### src/core/hmdp_pkg.sv
// Constants and types for the host/processor data port and mailbox block.
// Assumes one 10 MHz clock and an 8-bit processor register port.
// Operation
// Each host data port access moves one byte at pointer plus bank address
// Every host data port read or write advances the memory pointer by one
// All four data port aliases share pointer and bank, adding no offset
// Processor interface registers answer only the processor, never the host
// Direct-access set skips arbitration; clear sends host cycles to arbiter
// Firmware sets direct-access only while the processor stays halted
// Remap shows top 96K flash at 8000h-1FFFFh; E0000h-FFFFFh always maps
// Host power-down writes set request flag, which interrupts the processor
// Processor writing one clears the host power-down request flag
// Writing one to power-down command starts cycle; self-clears when done
// Host interrupt command sets host-interrupt flag; processor one clears
// Host-interrupt flag reaches processor only while its mask bit is one
// Interrupt-to-host raises host interrupt only while wait-control is low
// Interrupt-to-host holds until host acknowledge; zero write ignored
// Power-down completion sets done flag and interrupts the processor
// Done cleared by writing one then zero; stays held until zero written
// Every processor interface register bit resets to zero
// Fifteen-bit pointer, low byte carries into high byte, survives reset
// Processor interrupt ORs request, done, and masked host-interrupt flags
package hmdp_pkg;
   localparam int PTR_W  = 15;
   localparam int BANK_W = 3;
   localparam int MADDR_W = PTR_W + BANK_W;
   localparam int DATA_W = 8;
   localparam int CADDR_W = 4;
   localparam int FOFS_W = 17;
   localparam int CPU_AW = 20;
   localparam int BUF_DEPTH = 2;

   localparam logic [CADDR_W-1:0] PIR_OFFSET = 4'h0;
   localparam logic [DATA_W-1:0]  PIR_RESET  = 8'h00;

   localparam int B_DIRECT = 7;
   localparam int B_REMAP  = 6;
   localparam int B_PDREQ  = 5;
   localparam int B_PDCMD  = 4;
   localparam int B_HINT   = 3;
   localparam int B_TOHOST = 2;
   localparam int B_HMASK  = 1;
   localparam int B_PDDONE = 0;

   localparam logic [CPU_AW-1:0] REMAP_LO   = 20'h08000;
   localparam logic [CPU_AW-1:0] REMAP_HI   = 20'h1ffff;
   localparam logic [CPU_AW-1:0] FLASH_BASE = 20'he0000;

   typedef enum logic [2:0] {
      ST_IDLE  = 3'b001,
      ST_ARB   = 3'b010,
      ST_ISSUE = 3'b100
   } hmdp_state_t;
endpackage

### src/core/hmdp_stream_if.sv
// Byte stream carrier with valid/ready between the block's own modules.
// Assumes both ends share the block clock.
`timescale 1ns/100ps
interface hmdp_stream_if;
   logic [7:0] data;
   logic       valid;
   logic       ready;
   modport src (output data, output valid, input ready);
   modport snk (input data, input valid, output ready);
endinterface

### src/core/hmdp_buf.sv
// Two-entry read data buffer between memory and host.
// Assumes source honours ready; sink may stall freely.
`timescale 1ns/100ps
module hmdp_buf (
   input wire logic    clock,
   input wire logic    rstn,
   hmdp_stream_if.snk  inS,
   hmdp_stream_if.src  outS
);
   logic [7:0] mem_r [hmdp_pkg::BUF_DEPTH];
   logic       wrIdx_r;
   logic       rdIdx_r;
   logic [1:0] count_r;
   logic [1:0] count_nxt;
   wire        push = inS.valid && inS.ready;
   wire        pop  = outS.valid && outS.ready;

   assign inS.ready  = (count_r != 2'h2);
   assign outS.valid = (count_r != 2'h0);
   assign outS.data  = mem_r[rdIdx_r];
   assign count_nxt  = count_r + {1'b0, push} - {1'b0, pop};

   genvar i;
   generate
      for (i = 0; i < hmdp_pkg::BUF_DEPTH; i++) begin : g_ent
         always_ff @(posedge clock or negedge rstn) begin
            if (!rstn) mem_r[i] <= 8'h00;
            else if (push && wrIdx_r == 1'(i)) mem_r[i] <= inS.data;
         end
      end
   endgenerate

   always_ff @(posedge clock or negedge rstn) begin
      if (!rstn) begin
         wrIdx_r <= 1'b0;
         rdIdx_r <= 1'b0;
         count_r <= 2'h0;
      end else begin
         wrIdx_r <= wrIdx_r ^ push;
         rdIdx_r <= rdIdx_r ^ pop;
         count_r <= count_nxt;
      end
   end
endmodule // hmdp_buf

### src/core/hmdp_ptr.sv
// Fifteen-bit local memory pointer with byte loads and increment.
// Assumes loads and increments never coincide; a load wins if they do.
`timescale 1ns/100ps
module hmdp_ptr (
   input  wire logic        clock,
   input  wire logic        loLoad,
   input  wire logic        hiLoad,
   input  wire logic [7:0]  loadData,
   input  wire logic        inc,
   output logic      [14:0] ptr
);
   // No reset on purpose: software expects the pointer to survive reset
   always_ff @(posedge clock) begin
      if (loLoad) ptr[7:0] <= loadData;
      else if (hiLoad) ptr[14:8] <= loadData[6:0];
      else if (inc) ptr <= ptr + 15'h0001;
   end
endmodule // hmdp_ptr

### src/core/hmdp_mailbox.sv
// Host data ports, processor interface register and flash remap decode.
// Assumes a memory arbiter grants cycles and a power-down sequencer
// reports completion with a one-cycle pulse.
`timescale 1ns/100ps
module hmdp_mailbox (
   input  wire logic        clock,
   input  wire logic        rstn,
   // Host data port side
   input  wire logic        hostRdStb,
   input  wire logic        hostWrStb,
   input  wire logic [7:0]  hostWrData,
   input  wire logic [2:0]  hostBankSel,
   input  wire logic        hostPtrLoWr,
   input  wire logic        hostPtrHiWr,
   output logic             hostReady,
   output logic      [7:0]  hostRdData,
   output logic             hostRdValid,
   input  wire logic        hostRdReady,
   // Host mailbox events
   input  wire logic        hostPdReqWr,
   input  wire logic        isaPowerdownWr,
   input  wire logic        hostToCpuIrqCmd,
   input  wire logic        hostIrqAck,
   input  wire logic        hostWaitControl,
   output logic             hostIrq,
   // Processor register side
   input  wire logic [3:0]  cpuAddr,
   input  wire logic        cpuWrStb,
   input  wire logic        cpuRdStb,
   input  wire logic [7:0]  cpuWrData,
   output logic      [7:0]  cpuRdData,
   output logic             cpuIrq,
   // Processor flash decode
   input  wire logic [19:0] cpuMemAddr,
   output logic             flashHit,
   output logic      [16:0] flashOffset,
   // Power-down sequencer
   output logic             powerdownStart,
   input  wire logic        powerdownComplete,
   // Mode outputs
   output logic             directAccessMode,
   output logic             flashRemapEnable,
   // Local memory
   output logic      [17:0] memAddr,
   output logic             memReq,
   output logic             memWe,
   output logic      [7:0]  memWrData,
   input  wire logic        memGrant,
   input  wire logic        memAck,
   input  wire logic [7:0]  memRdData
);

   // ==========================================================
   // Declarations
   // ==========================================================
   hmdp_pkg::hmdp_state_t state_r;
   hmdp_pkg::hmdp_state_t state_nxt;
   logic [14:0] ptr;
   logic [17:0] addr_r;
   logic        we_r;
   logic [7:0]  wdata_r;

   logic        direct_r;
   logic        remap_r;
   logic        pdReq_r;
   logic        pdCmd_r;
   logic        hostInt_r;
   logic        toHost_r;
   logic        hostMask_r;
   logic        pdDone_r;
   logic        pdHeld_r;
   logic [7:0]  cpuRdData_r;

   logic        direct_nxt;
   logic        remap_nxt;
   logic        pdReq_nxt;
   logic        pdCmd_nxt;
   logic        hostInt_nxt;
   logic        toHost_nxt;
   logic        hostMask_nxt;
   logic        pdDone_nxt;
   logic        pdHeld_nxt;

   hmdp_stream_if rdIn ();
   hmdp_stream_if rdOut ();

   // ==========================================================
   // Host data port accept
   // ==========================================================
   // Reads are taken only when the buffer has room, so a stalled
   // host pushes back on the data port instead of losing a byte.
   wire hostReq  = hostRdStb || hostWrStb;
   wire isIdle   = (state_r == hmdp_pkg::ST_IDLE);
   wire accept   = hostReq && hostReady;
   wire issueEnd = (state_r == hmdp_pkg::ST_ISSUE) && memAck;

   assign hostReady = isIdle && rdIn.ready;

   // The port alias never enters the address: one pointer serves all
   wire [17:0] portAddr = {hostBankSel, ptr};

   hmdp_ptr u_ptr (
      .clock    (clock),
      .loLoad   (hostPtrLoWr),
      .hiLoad   (hostPtrHiWr),
      .loadData (hostWrData),
      .inc      (accept),
      .ptr      (ptr)
   );

   always_ff @(posedge clock or negedge rstn) begin
      if (!rstn) begin
         addr_r  <= 18'h00000;
         we_r    <= 1'b0;
         wdata_r <= 8'h00;
      end else if (accept) begin
         addr_r  <= portAddr;
         we_r    <= hostWrStb;
         wdata_r <= hostWrData;
      end
   end

   // ==========================================================
   // Memory cycle sequencer
   // ==========================================================
   // Direct mode skips the grant wait; firmware keeps the processor
   // halted then, so no other master can collide with the host.
   always_comb begin
      state_nxt = state_r;
      case (state_r)
         hmdp_pkg::ST_IDLE: begin
            if (accept && direct_r) state_nxt = hmdp_pkg::ST_ISSUE;
            else if (accept) state_nxt = hmdp_pkg::ST_ARB;
         end
         hmdp_pkg::ST_ARB: begin
            if (memGrant) state_nxt = hmdp_pkg::ST_ISSUE;
         end
         hmdp_pkg::ST_ISSUE: begin
            if (memAck) state_nxt = hmdp_pkg::ST_IDLE;
         end
         default: state_nxt = hmdp_pkg::ST_IDLE;
      endcase
   end

   always_ff @(posedge clock or negedge rstn) begin
      if (!rstn) state_r <= hmdp_pkg::ST_IDLE;
      else state_r <= state_nxt;
   end

   assign memReq    = (state_r == hmdp_pkg::ST_ISSUE);
   assign memAddr   = addr_r;
   assign memWe     = we_r;
   assign memWrData = wdata_r;

   // ==========================================================
   // Read data buffer
   // ==========================================================
   assign rdIn.data   = memRdData;
   assign rdIn.valid  = issueEnd && !we_r;
   assign rdOut.ready = hostRdReady;
   assign hostRdData  = rdOut.data;
   assign hostRdValid = rdOut.valid;

   hmdp_buf u_buf (
      .clock (clock),
      .rstn  (rstn),
      .inS   (rdIn),
      .outS  (rdOut)
   );

   // ==========================================================
   // Processor interface register
   // ==========================================================
   // Only the processor port decodes this register; host strobes
   // appear below solely as set and clear events.
   wire pirWr = cpuWrStb && (cpuAddr == hmdp_pkg::PIR_OFFSET);
   wire pirRd = cpuRdStb && (cpuAddr == hmdp_pkg::PIR_OFFSET);
   wire [7:0] w1 = pirWr ? cpuWrData : 8'h00;
   wire hostPdEvt = hostPdReqWr || isaPowerdownWr;

   assign direct_nxt = pirWr ? cpuWrData[hmdp_pkg::B_DIRECT]
                             : direct_r;
   assign remap_nxt  = pirWr ? cpuWrData[hmdp_pkg::B_REMAP]
                             : remap_r;
   assign hostMask_nxt = pirWr ? cpuWrData[hmdp_pkg::B_HMASK]
                               : hostMask_r;
   // Hardware sets win over a same-cycle processor clear
   assign pdReq_nxt = hostPdEvt ||
                      (pdReq_r && !w1[hmdp_pkg::B_PDREQ]);
   assign pdCmd_nxt = w1[hmdp_pkg::B_PDCMD] ||
                      (pdCmd_r && !powerdownComplete);
   assign hostInt_nxt = hostToCpuIrqCmd ||
                        (hostInt_r && !w1[hmdp_pkg::B_HINT]);
   // A zero write leaves it alone; only the host acknowledge clears
   assign toHost_nxt = w1[hmdp_pkg::B_TOHOST] ||
                       (toHost_r && !hostIrqAck);
   // Writing one parks the flag in reset until a zero is written
   assign pdHeld_nxt = w1[hmdp_pkg::B_PDDONE] ? 1'b1 :
                       pirWr ? 1'b0 : pdHeld_r;
   assign pdDone_nxt = !pdHeld_nxt &&
                       (powerdownComplete || pdDone_r);

   assign powerdownStart = w1[hmdp_pkg::B_PDCMD] && !pdCmd_r;

   always_ff @(posedge clock or negedge rstn) begin
      if (!rstn) begin
         direct_r   <= hmdp_pkg::PIR_RESET[hmdp_pkg::B_DIRECT];
         remap_r    <= hmdp_pkg::PIR_RESET[hmdp_pkg::B_REMAP];
         pdReq_r    <= hmdp_pkg::PIR_RESET[hmdp_pkg::B_PDREQ];
         pdCmd_r    <= hmdp_pkg::PIR_RESET[hmdp_pkg::B_PDCMD];
         hostInt_r  <= hmdp_pkg::PIR_RESET[hmdp_pkg::B_HINT];
         toHost_r   <= hmdp_pkg::PIR_RESET[hmdp_pkg::B_TOHOST];
         hostMask_r <= hmdp_pkg::PIR_RESET[hmdp_pkg::B_HMASK];
         pdDone_r   <= hmdp_pkg::PIR_RESET[hmdp_pkg::B_PDDONE];
         pdHeld_r   <= 1'b0;
      end else begin
         direct_r   <= direct_nxt;
         remap_r    <= remap_nxt;
         pdReq_r    <= pdReq_nxt;
         pdCmd_r    <= pdCmd_nxt;
         hostInt_r  <= hostInt_nxt;
         toHost_r   <= toHost_nxt;
         hostMask_r <= hostMask_nxt;
         pdDone_r   <= pdDone_nxt;
         pdHeld_r   <= pdHeld_nxt;
      end
   end

   wire [7:0] pirValue = {direct_r, remap_r, pdReq_r, pdCmd_r,
                          hostInt_r, toHost_r, hostMask_r, pdDone_r};

   // Other processor-side registers live outside; they read as zero here
   always_ff @(posedge clock or negedge rstn) begin
      if (!rstn) cpuRdData_r <= 8'h00;
      else if (cpuRdStb) cpuRdData_r <= pirRd ? pirValue : 8'h00;
   end
   assign cpuRdData = cpuRdData_r;

   // ==========================================================
   // Interrupts and mode outputs
   // ==========================================================
   assign cpuIrq = pdReq_r || pdDone_r ||
                   (hostInt_r && hostMask_r);
   assign hostIrq = toHost_r && !hostWaitControl;
   assign directAccessMode = direct_r;
   assign flashRemapEnable = remap_r;

   // ==========================================================
   // Flash decode
   // ==========================================================
   // Flash is 128K, so both windows use the low address bits as offset
   wire inNormal = (cpuMemAddr >= hmdp_pkg::FLASH_BASE);
   wire inRemap  = remap_r && (cpuMemAddr >= hmdp_pkg::REMAP_LO) &&
                   (cpuMemAddr <= hmdp_pkg::REMAP_HI);
   assign flashHit    = inNormal || inRemap;
   assign flashOffset = cpuMemAddr[16:0];
endmodule // hmdp_mailbox

### config.mk
export PLATFORM = sky130hd
export DESIGN_NAME = hmdp_mailbox
export DESIGN_NICKNAME = d
export VERILOG_FILES = /design/src/core/hmdp_pkg.sv /design/src/core/hmdp_stream_if.sv /design/src/core/hmdp_buf.sv /design/src/core/hmdp_ptr.sv /design/src/core/hmdp_mailbox.sv
export SDC_FILE = /design/constraint.sdc
export NUM_CORES = 1
export LEC_CHECK = 0
export ABC_CLOCK_PERIOD_IN_PS = 2450
export BUFFER_PORTS_ARGS = -buffer_cell sky130_fd_sc_hd__buf_2
export CAP_MARGIN = 20
export CORE_MARGIN = 2
export CORE_UTILIZATION = 45
export CTS_CLUSTER_SIZE = 8
export DETAILED_ROUTE_END_ITERATION = 7
export PLACE_DENSITY = 0.78
export REMOVE_ABC_BUFFERS = 1
export SETUP_SLACK_MARGIN = 0.15
export SLEW_MARGIN = 20
export SYNTH_ARGS = -nofsm -noshare
export SYNTH_HDL_FRONTEND = slang
export SYNTH_SLANG_ARGS = --single-unit
export TNS_END_PERCENT = 20
### constraint.sdc
create_clock -name clock -period 2.45 [get_ports clock]
set_input_delay 0.3675 -clock clock [delete_from_list [all_inputs] [get_ports clock]]
set_output_delay 0.3675 -clock clock [all_outputs]
set_load 0.03 [all_outputs]
Yosys cells after proc, flatten, opt, wreduce, memory -nomap -nowiden:

Cells that the tools add are included.

* flip-flop bits (word level): 82
* bits of input ports: 68
* output and inout port bits: 69

* $add $sub $neg: 3
* $lt $le $gt $ge: 4
* equal/unequal tests: 8
* multiplexer cells: 16
* bitwise logic cells: 5
* reductions and logical operators: 46

Operators by type and width (number)
* 8-bit 2-to-1 mux: 6
* 1-bit logical AND: 21
* 20-bit by 16-bit greater-or-equal comparator with 1-bit output (second input constant): 1
* 20-bit greater-or-equal comparator (second input constant): 1
* 20-bit by 17-bit <= comparator with 1-bit output (second input constant): 1
* 15-bit by 1-bit adder with 15-bit output (second input constant): 1
* 15-bit 2-to-1 mux: 1
* 3-bit 2-to-1 mux: 4
* 1-bit logical OR: 10
* 3-bit case mux with 3 select lines: 1
* 1-bit zero test: 8
* 7-bit 2-to-1 mux: 1
* 6-bit 2-to-1 mux: 1
* 2-bit inequality test (second input constant): 3
* 2-bit nonzero test: 3
* 4-bit zero test: 1
* 2-bit AND reduction: 2
* 3-bit by 1-bit equality test with 1-bit output (second input constant): 1
* 3-bit by 2-bit equality test with 1-bit output (second input constant): 1
* 3-bit equality test (second input constant): 1
* 3-bit by 1-bit inequality test with 1-bit output (second input constant): 1
* 3-bit AND reduction: 1
* 2-bit by 1-bit adder with 2-bit output: 1
* 2-bit greater-or-equal comparator (second input constant): 1
* other kinds (6): 9

Depth between registers and ports, before layout:

* depth in word-level cells: 6
* gate-level depth with buffers: 7

Cells and area by module:

From an unflattened synthesis, not the netlist that was laid out.

* cells, all modules: 298
* area, all modules: 3853.7 sq um

By module, submodules not included
* hmdp_mailbox: times used 1, cells an instance 146, area an instance 2037.0 sq um, sequential area each 1177.4 sq um
* hmdp_buf: times used 1, cells an instance 65, area an instance 929.6 sq um, sequential area each 500.5 sq um
* hmdp_ptr: times used 1, cells an instance 87, area an instance 887.1 sq um, sequential area each 450.4 sq um

Worst setup path after synthesis:

OpenSTA, ideal clock, no wires.

* path kind: register to register
* start: register state_r[1]
* end: register u_buf.mem_r[0] in the netlist's numbering
* data arrival time: 2.545 ns
* path slack: -0.220 ns
* stages on the path, launching flop included: 6
* buffers on the path: 1
* period minus slack after synthesis: 2.670 ns
* cell sequence: dfrtp_1 > nor3b_1 > nor4bb_1 > ha_1 > clkbuf_1 > mux2_2

* word-level cells in the longest chain between the ends: 5

RTL lines
* from (decl): RTL line hmdp_mailbox.sv:56 `hmdp_pkg::hmdp_state_t state_r;`
* from (signal assigned): RTL line hmdp_mailbox.sv:146 `if (!rstn) state_r <= hmdp_pkg::ST_IDLE;`
* from (signal assigned): RTL line hmdp_mailbox.sv:147 `else state_r <= state_nxt;`
* 3-bit equality test
* net memReq: RTL line hmdp_mailbox.sv:45 `output logic memReq,`
* 1-bit logical AND: RTL line hmdp_mailbox.sv:95 `wire issueEnd = (state_r == hmdp_pkg::ST_ISSUE) && memAck;`
* 1-bit logical AND: RTL line hmdp_mailbox.sv:159 `assign rdIn.valid = issueEnd && !we_r;`
* 1-bit logical AND: RTL line hmdp_buf.sv:15 `wire push = inS.valid && inS.ready;`
* 1-bit logical AND: RTL line hmdp_buf.sv:28 `else if (push && wrIdx_r == 1'(i)) mem_r[i] <= inS.data;`
* to (signal, indexed assignment): RTL line hmdp_buf.sv:28
* to (decl): RTL line hmdp_buf.sv:10 `logic [7:0] mem_r [hmdp_pkg::BUF_DEPTH];`

The timed path passes the listed nets, and every way through them passes these cells.
A chain may end at the register's enable or synchronous reset.

Final worst setup path:

* start: register state_r[1]
* end: register u_buf.mem_r[12] in the netlist's numbering

* word-level cells in the longest chain between the ends: 5

RTL lines (RTL line)
* 3-bit equality test: hmdp_mailbox.sv:95
* 1-bit logical AND: hmdp_mailbox.sv:95
* 1-bit logical AND: hmdp_mailbox.sv:159
* 1-bit logical AND: hmdp_buf.sv:15
* 1-bit logical AND: hmdp_buf.sv:28

Every way passes these cells.

==> results_tabular.tex <==
\begin{tabular}{lr}
\hline
Metric & Value \\
\hline
\multicolumn{2}{l}{\textbf{Status}} \\
Run status & completed \\
\multicolumn{2}{l}{\textbf{STA}} \\
Final setup vio count & 0 \\
Worst hold slack & around 0.21 ns \\
Slew HR & 0.5673 \\
Timing-limited maximum frequency & around 0.47 GHz \\
Final count of pins violating max slew & 0 \\
Setup skew after layout & slightly below 0.01 ns \\
Shortest period the worst path allows & between 2 and 2.5 ns \\
Setup repair after global routing missed its margin & true \\
Final hold violation count & 0 \\
Worst-margin pin slew & 0.6466 ns \\
Share of the clock period used by the worst path after layout & 0.8648 \\
\multicolumn{2}{l}{\textbf{Critical path}} \\
CP Data Required Time & $\sim$2.7 ns \\
Category of the most critical setup path & reg -> reg \\
Largest fanout on the critical path & 8 \\
Crit path DAT & between 2 and 2.5 ns \\
Crit. End Element & flip-flop \\
Register-to-Register Setup Slack & $\sim$0.33 ns \\
Type of element launching the critical path & flip-flop \\
End of the worst register-to-register path & u\_buf.mem\_r[12] \\
Worst flop-to-flop path startpoint & state\_r[1] \\
Slowest Stage Delay on Critical Path & roughly 0.51 ns \\
Depth of the worst register-to-register path & 4 \\
Critical-path cell with the highest stage delay & nor4bb\_1 \\
Cell breakdown of the critical path & nor3b\_1, nor4bb\_1, ha\_1, mux2\_2 \\
\multicolumn{2}{l}{\textbf{Floorplanning}} \\
Die X & $\sim$97 um \\
Number of cell rows & 33 \\
Number of top-level pins & roughly 140 \\
Die extent in y & just under 100 um \\
Die area & $\sim$9300 um\^{}2 \\
Initial standard-cell utilization of the core & 0.4671 \\
Placeable Area & 8258 um\^{}2 \\
\multicolumn{2}{l}{\textbf{Drt}} \\
Number of DRC markers in iteration 0 & 59 \\
Remaining routing DRC violations & 0 \\
DR pass1 iterations & 4 \\
Via-per-instance ratio & 5.157 \\
Remaining number of nets flagged by the antenna check after routing & 0 \\
WL per Instance & roughly 16 um \\
Final routed wirelength across all metal layers & approximately 7900 um \\
Via total after detailed routing & 2630 \\
\multicolumn{2}{l}{\textbf{Synth}} \\
Number of synthesized flops with an enable pin & 15 \\
Synth async-reset ratio & 0.8171 \\
Post-synthesis instance area & $\sim$3900 um\^{}2 \\
Yosys warns & 0 \\
Gate count after technology mapping & 307 \\
Flip-flop cell with the highest count after synthesis & dfrtp\_1 \\
Distinct cell type count after synthesis & between 40 and 50 \\
Number of synthesized register bits & 82 \\
Fraction of the yosys area taken by sequential cells & 0.5517 \\
Mean cell area of the mapped netlist & around 13 um\^{}2 \\
\multicolumn{2}{l}{\textbf{Global routing}} \\
Maximum number of pins on one net before global-route repair & 34 \\
Number of global-route vias before repair & between 2k and 3k \\
Initial antenna violation count & 0 \\
Global-route wire length before repair & around 12000 um \\
Global Route Usage Sum & 0.1707 \\
Congestion Overflow GR & 0 \\
\multicolumn{2}{l}{\textbf{Final layout}} \\
Layout cells sized above 1 & 0.4741 \\
Most common library cell in the layout ignoring fill and taps & buf\_2 \\
Final net count & around 470 \\
Final instance area & roughly 4600 um\^{}2 \\
Number of diodes & 0 \\
Commonest cells after routing, fill and taps aside & buf\_2, dfrtp\_1, mux2\_2 \\
Area growth from synthesis to layout & 18.03\% \\
Post-Layout Cell Count & between 500 and 600 \\
\multicolumn{2}{l}{\textbf{Power}} \\
Power per standard cell area & about 1200 nW/um\^{}2 \\
Peak supply drop & between 700 and 800 uV \\
Leakage power & $\sim$2.2 nW \\
Total power after layout & between 5 and 6 mW \\
\multicolumn{2}{l}{\textbf{Clock tree}} \\
Clock-pin slew reported for the worst setup and hold paths after clock tree synthesis & $\sim$0.08 ns \\
Largest buffer count on any clock path & 2 \\
H-Tree Depth & 3 \\
Master cell of the clock root buffer & clkbuf\_8 \\
Inserted Clock Buffers & 9 \\
Clock Sinks & $\sim$80 \\
TritonCTS clock tree & yes \\
Number of setup buffers added after CTS & 0 \\
Clock insertion delay at the later pin of the skew report & $\sim$0.34 ns \\
\multicolumn{2}{l}{\textbf{Hold path}} \\
Min-Delay Path Depth & 2 \\
Class of the most critical hold timing path & in -> reg \\
End of the worst hold path & pdCmd\_r \\
Hold\_sp & powerdownComplete \\
\multicolumn{2}{l}{\textbf{Placed design}} \\
Placement-stage cell area & between 4000 and 5000 um\^{}2 \\
Number of cells after detailed placement & between 400 and 500 \\
Sum of net half-perimeters after detailed placement & approximately 5900 um \\
Weighted congestion reported at the end of routability-driven placement & 0.7909 \\
IO buf count & between 100 and 150 \\
\multicolumn{2}{l}{\textbf{Flow run}} \\
Maximum Capacitance Violations & 0 \\
\hline
\end{tabular}
==> critical path, delay by kind of cell (launching register included) <==
family,cells,cell delay [ns]
adder cells (fa/ha/maj),1,0.46
multiplexers,1,0.38
AND/OR/NAND/NOR,2,0.75
flip-flops,1,0.42
==> where the power goes <==
part	leakage [nW]	internal (mW)	switching [mW]
Clock	0.0920	0.414	0.453
Sequential	0.983	1.87	0.312
Combinational	1.12	1.08	1.34
==> state kept, by name, indices dropped and copies added (netlist names) <==
| signal | cells |
|---|---|
| u_buf.wrIdx_r | 1 |
| pdReq_r | 1 |
| u_buf.rdIdx_r | 1 |
| hostInt_r | 1 |
| u_buf.mem_r | 16 |
| hostMask_r | 1 |
| pdHeld_r | 1 |
| directAccessMode | 1 |
| cpuRdData | 8 |
| u_ptr.ptr | 15 |
| memAddr | 18 |
| flashRemapEnable | 1 |
| toHost_r | 1 |
| u_buf.count_r | 2 |
| memWe | 1 |
| pdDone_r | 1 |
| state_r | 3 |
| memWrData | 8 |
| pdCmd_r | 1 |
==> through the flow <==
step           setup WS [ns]    util  setup TNS (ns)
5_1_grt               0.1323  0.5514               0
4_1_cts               0.2656  0.5511               0
6_report              0.3313  0.5514               0
2_1_floorplan        -0.1174       -          -1.879
3_5_place_dp          0.2889  0.5292               0
3_3_place_gp          0.3442  0.5292               0
==> cell usage after synthesis, types with 2 or more instances <==
library cell | n | area share
o21ai_0 | 24 | 0.031
a21o_1 | 2 | 0.0039
mux2_2 | 38 | 0.11
a31o_2 | 2 | 0.0045
and4_1 | 2 | 0.0045
nand3_1 | 5 | 0.0065
buf_6 | 2 | 0.0058
mux2_4 | 18 | 0.070
a21oi_1 | 3 | 0.0039
xnor2_1 | 4 | 0.0091
nand2_1 | 28 | 0.027
inv_1 | 15 | 0.015
buf_2 | 2 | 0.0026
nor2_1 | 6 | 0.0058
and2_1 | 5 | 0.0081
clkbuf_1 | 9 | 0.0088
nor4_1 | 2 | 0.0032
buf_4 | 17 | 0.033
ha_1 | 5 | 0.016
nand4_1 | 5 | 0.0081
xor2_1 | 11 | 0.025
edfxtp_1 | 15 | 0.12
a211o_1 | 2 | 0.0045
dfrtp_1 | 66 | 0.43
or2_2 | 2 | 0.0032
and3_1 | 2 | 0.0032
==> kinds of logic (layout without fill, tap and decap cells) <==
| family | after synthesis | after routing | synth area share |
|---|---|---|---|
| DFF | 82 | 82 | 0.5517 |
| muxes | 56 | 56 | 0.1810 |
| xor gates and xnor gates | 15 | 15 | 0.03406 |
| and+or+nand+nor | 66 | 66 | 0.09180 |
| buffers and inverters | 45 | 143 | 0.06487 |
| AOI/OAI and AO/OA | 38 | 38 | 0.06034 |
| adders and majority gates | 5 | 5 | 0.01622 |
==> metal layers <==
| layer | vias to the layer above | global-route usage | part of all wire |
|---|---|---|---|
| met3 | 14 | 0.05896 | 0.094 |
| met1 | 1250 | 0.2104 | 0.43 |
| met4 | 0 | 0.07394 | 0.020 |
| met5 | - | 0 | 0 |
| met2 | 133 | 0.2731 | 0.45 |
| li1 | 1233 | - | - |
==> repair_timing <==
item | CTS | global route
resized for setup | 0 | 1
hold buffers | 1 | 0
hold endpoints to repair | 8 | 0
endpoints found under the setup margin | 0 | 8
==> cell type report <==
cell class / count / area, um^2
clock buffers: 12 / 155.1
repair buffers: 113 / 585.6
fillers: 707 / 3705
well taps: 105 / 131.4
clock inverters: 3 / 15.01
flip-flops and latches: 82 / 2128
multi-input cells: 180 / 1481
inverters: 15 / 56.30
==> how the worst max path moves through the flow <==
| stage | startpoint | endpoint | cells after the start |
|---|---|---|---|
| 6_report | state_r[1] | u_buf.mem_r[12] | 4 |
| 5_1_grt | state_r[1] | u_buf.mem_r[12] | 4 |
| 4_1_cts | state_r[1] | u_buf.mem_r[4] | 4 |
| 3_5_place_dp | state_r[1] | u_buf.mem_r[4] | 4 |
| 3_3_place_gp | state_r[1] | u_buf.mem_r[4] | 4 |
| 2_1_floorplan | state_r[1] | u_buf.mem_r[0] | 4 |
No activity file was read; power rests on OpenSTA's default activity.
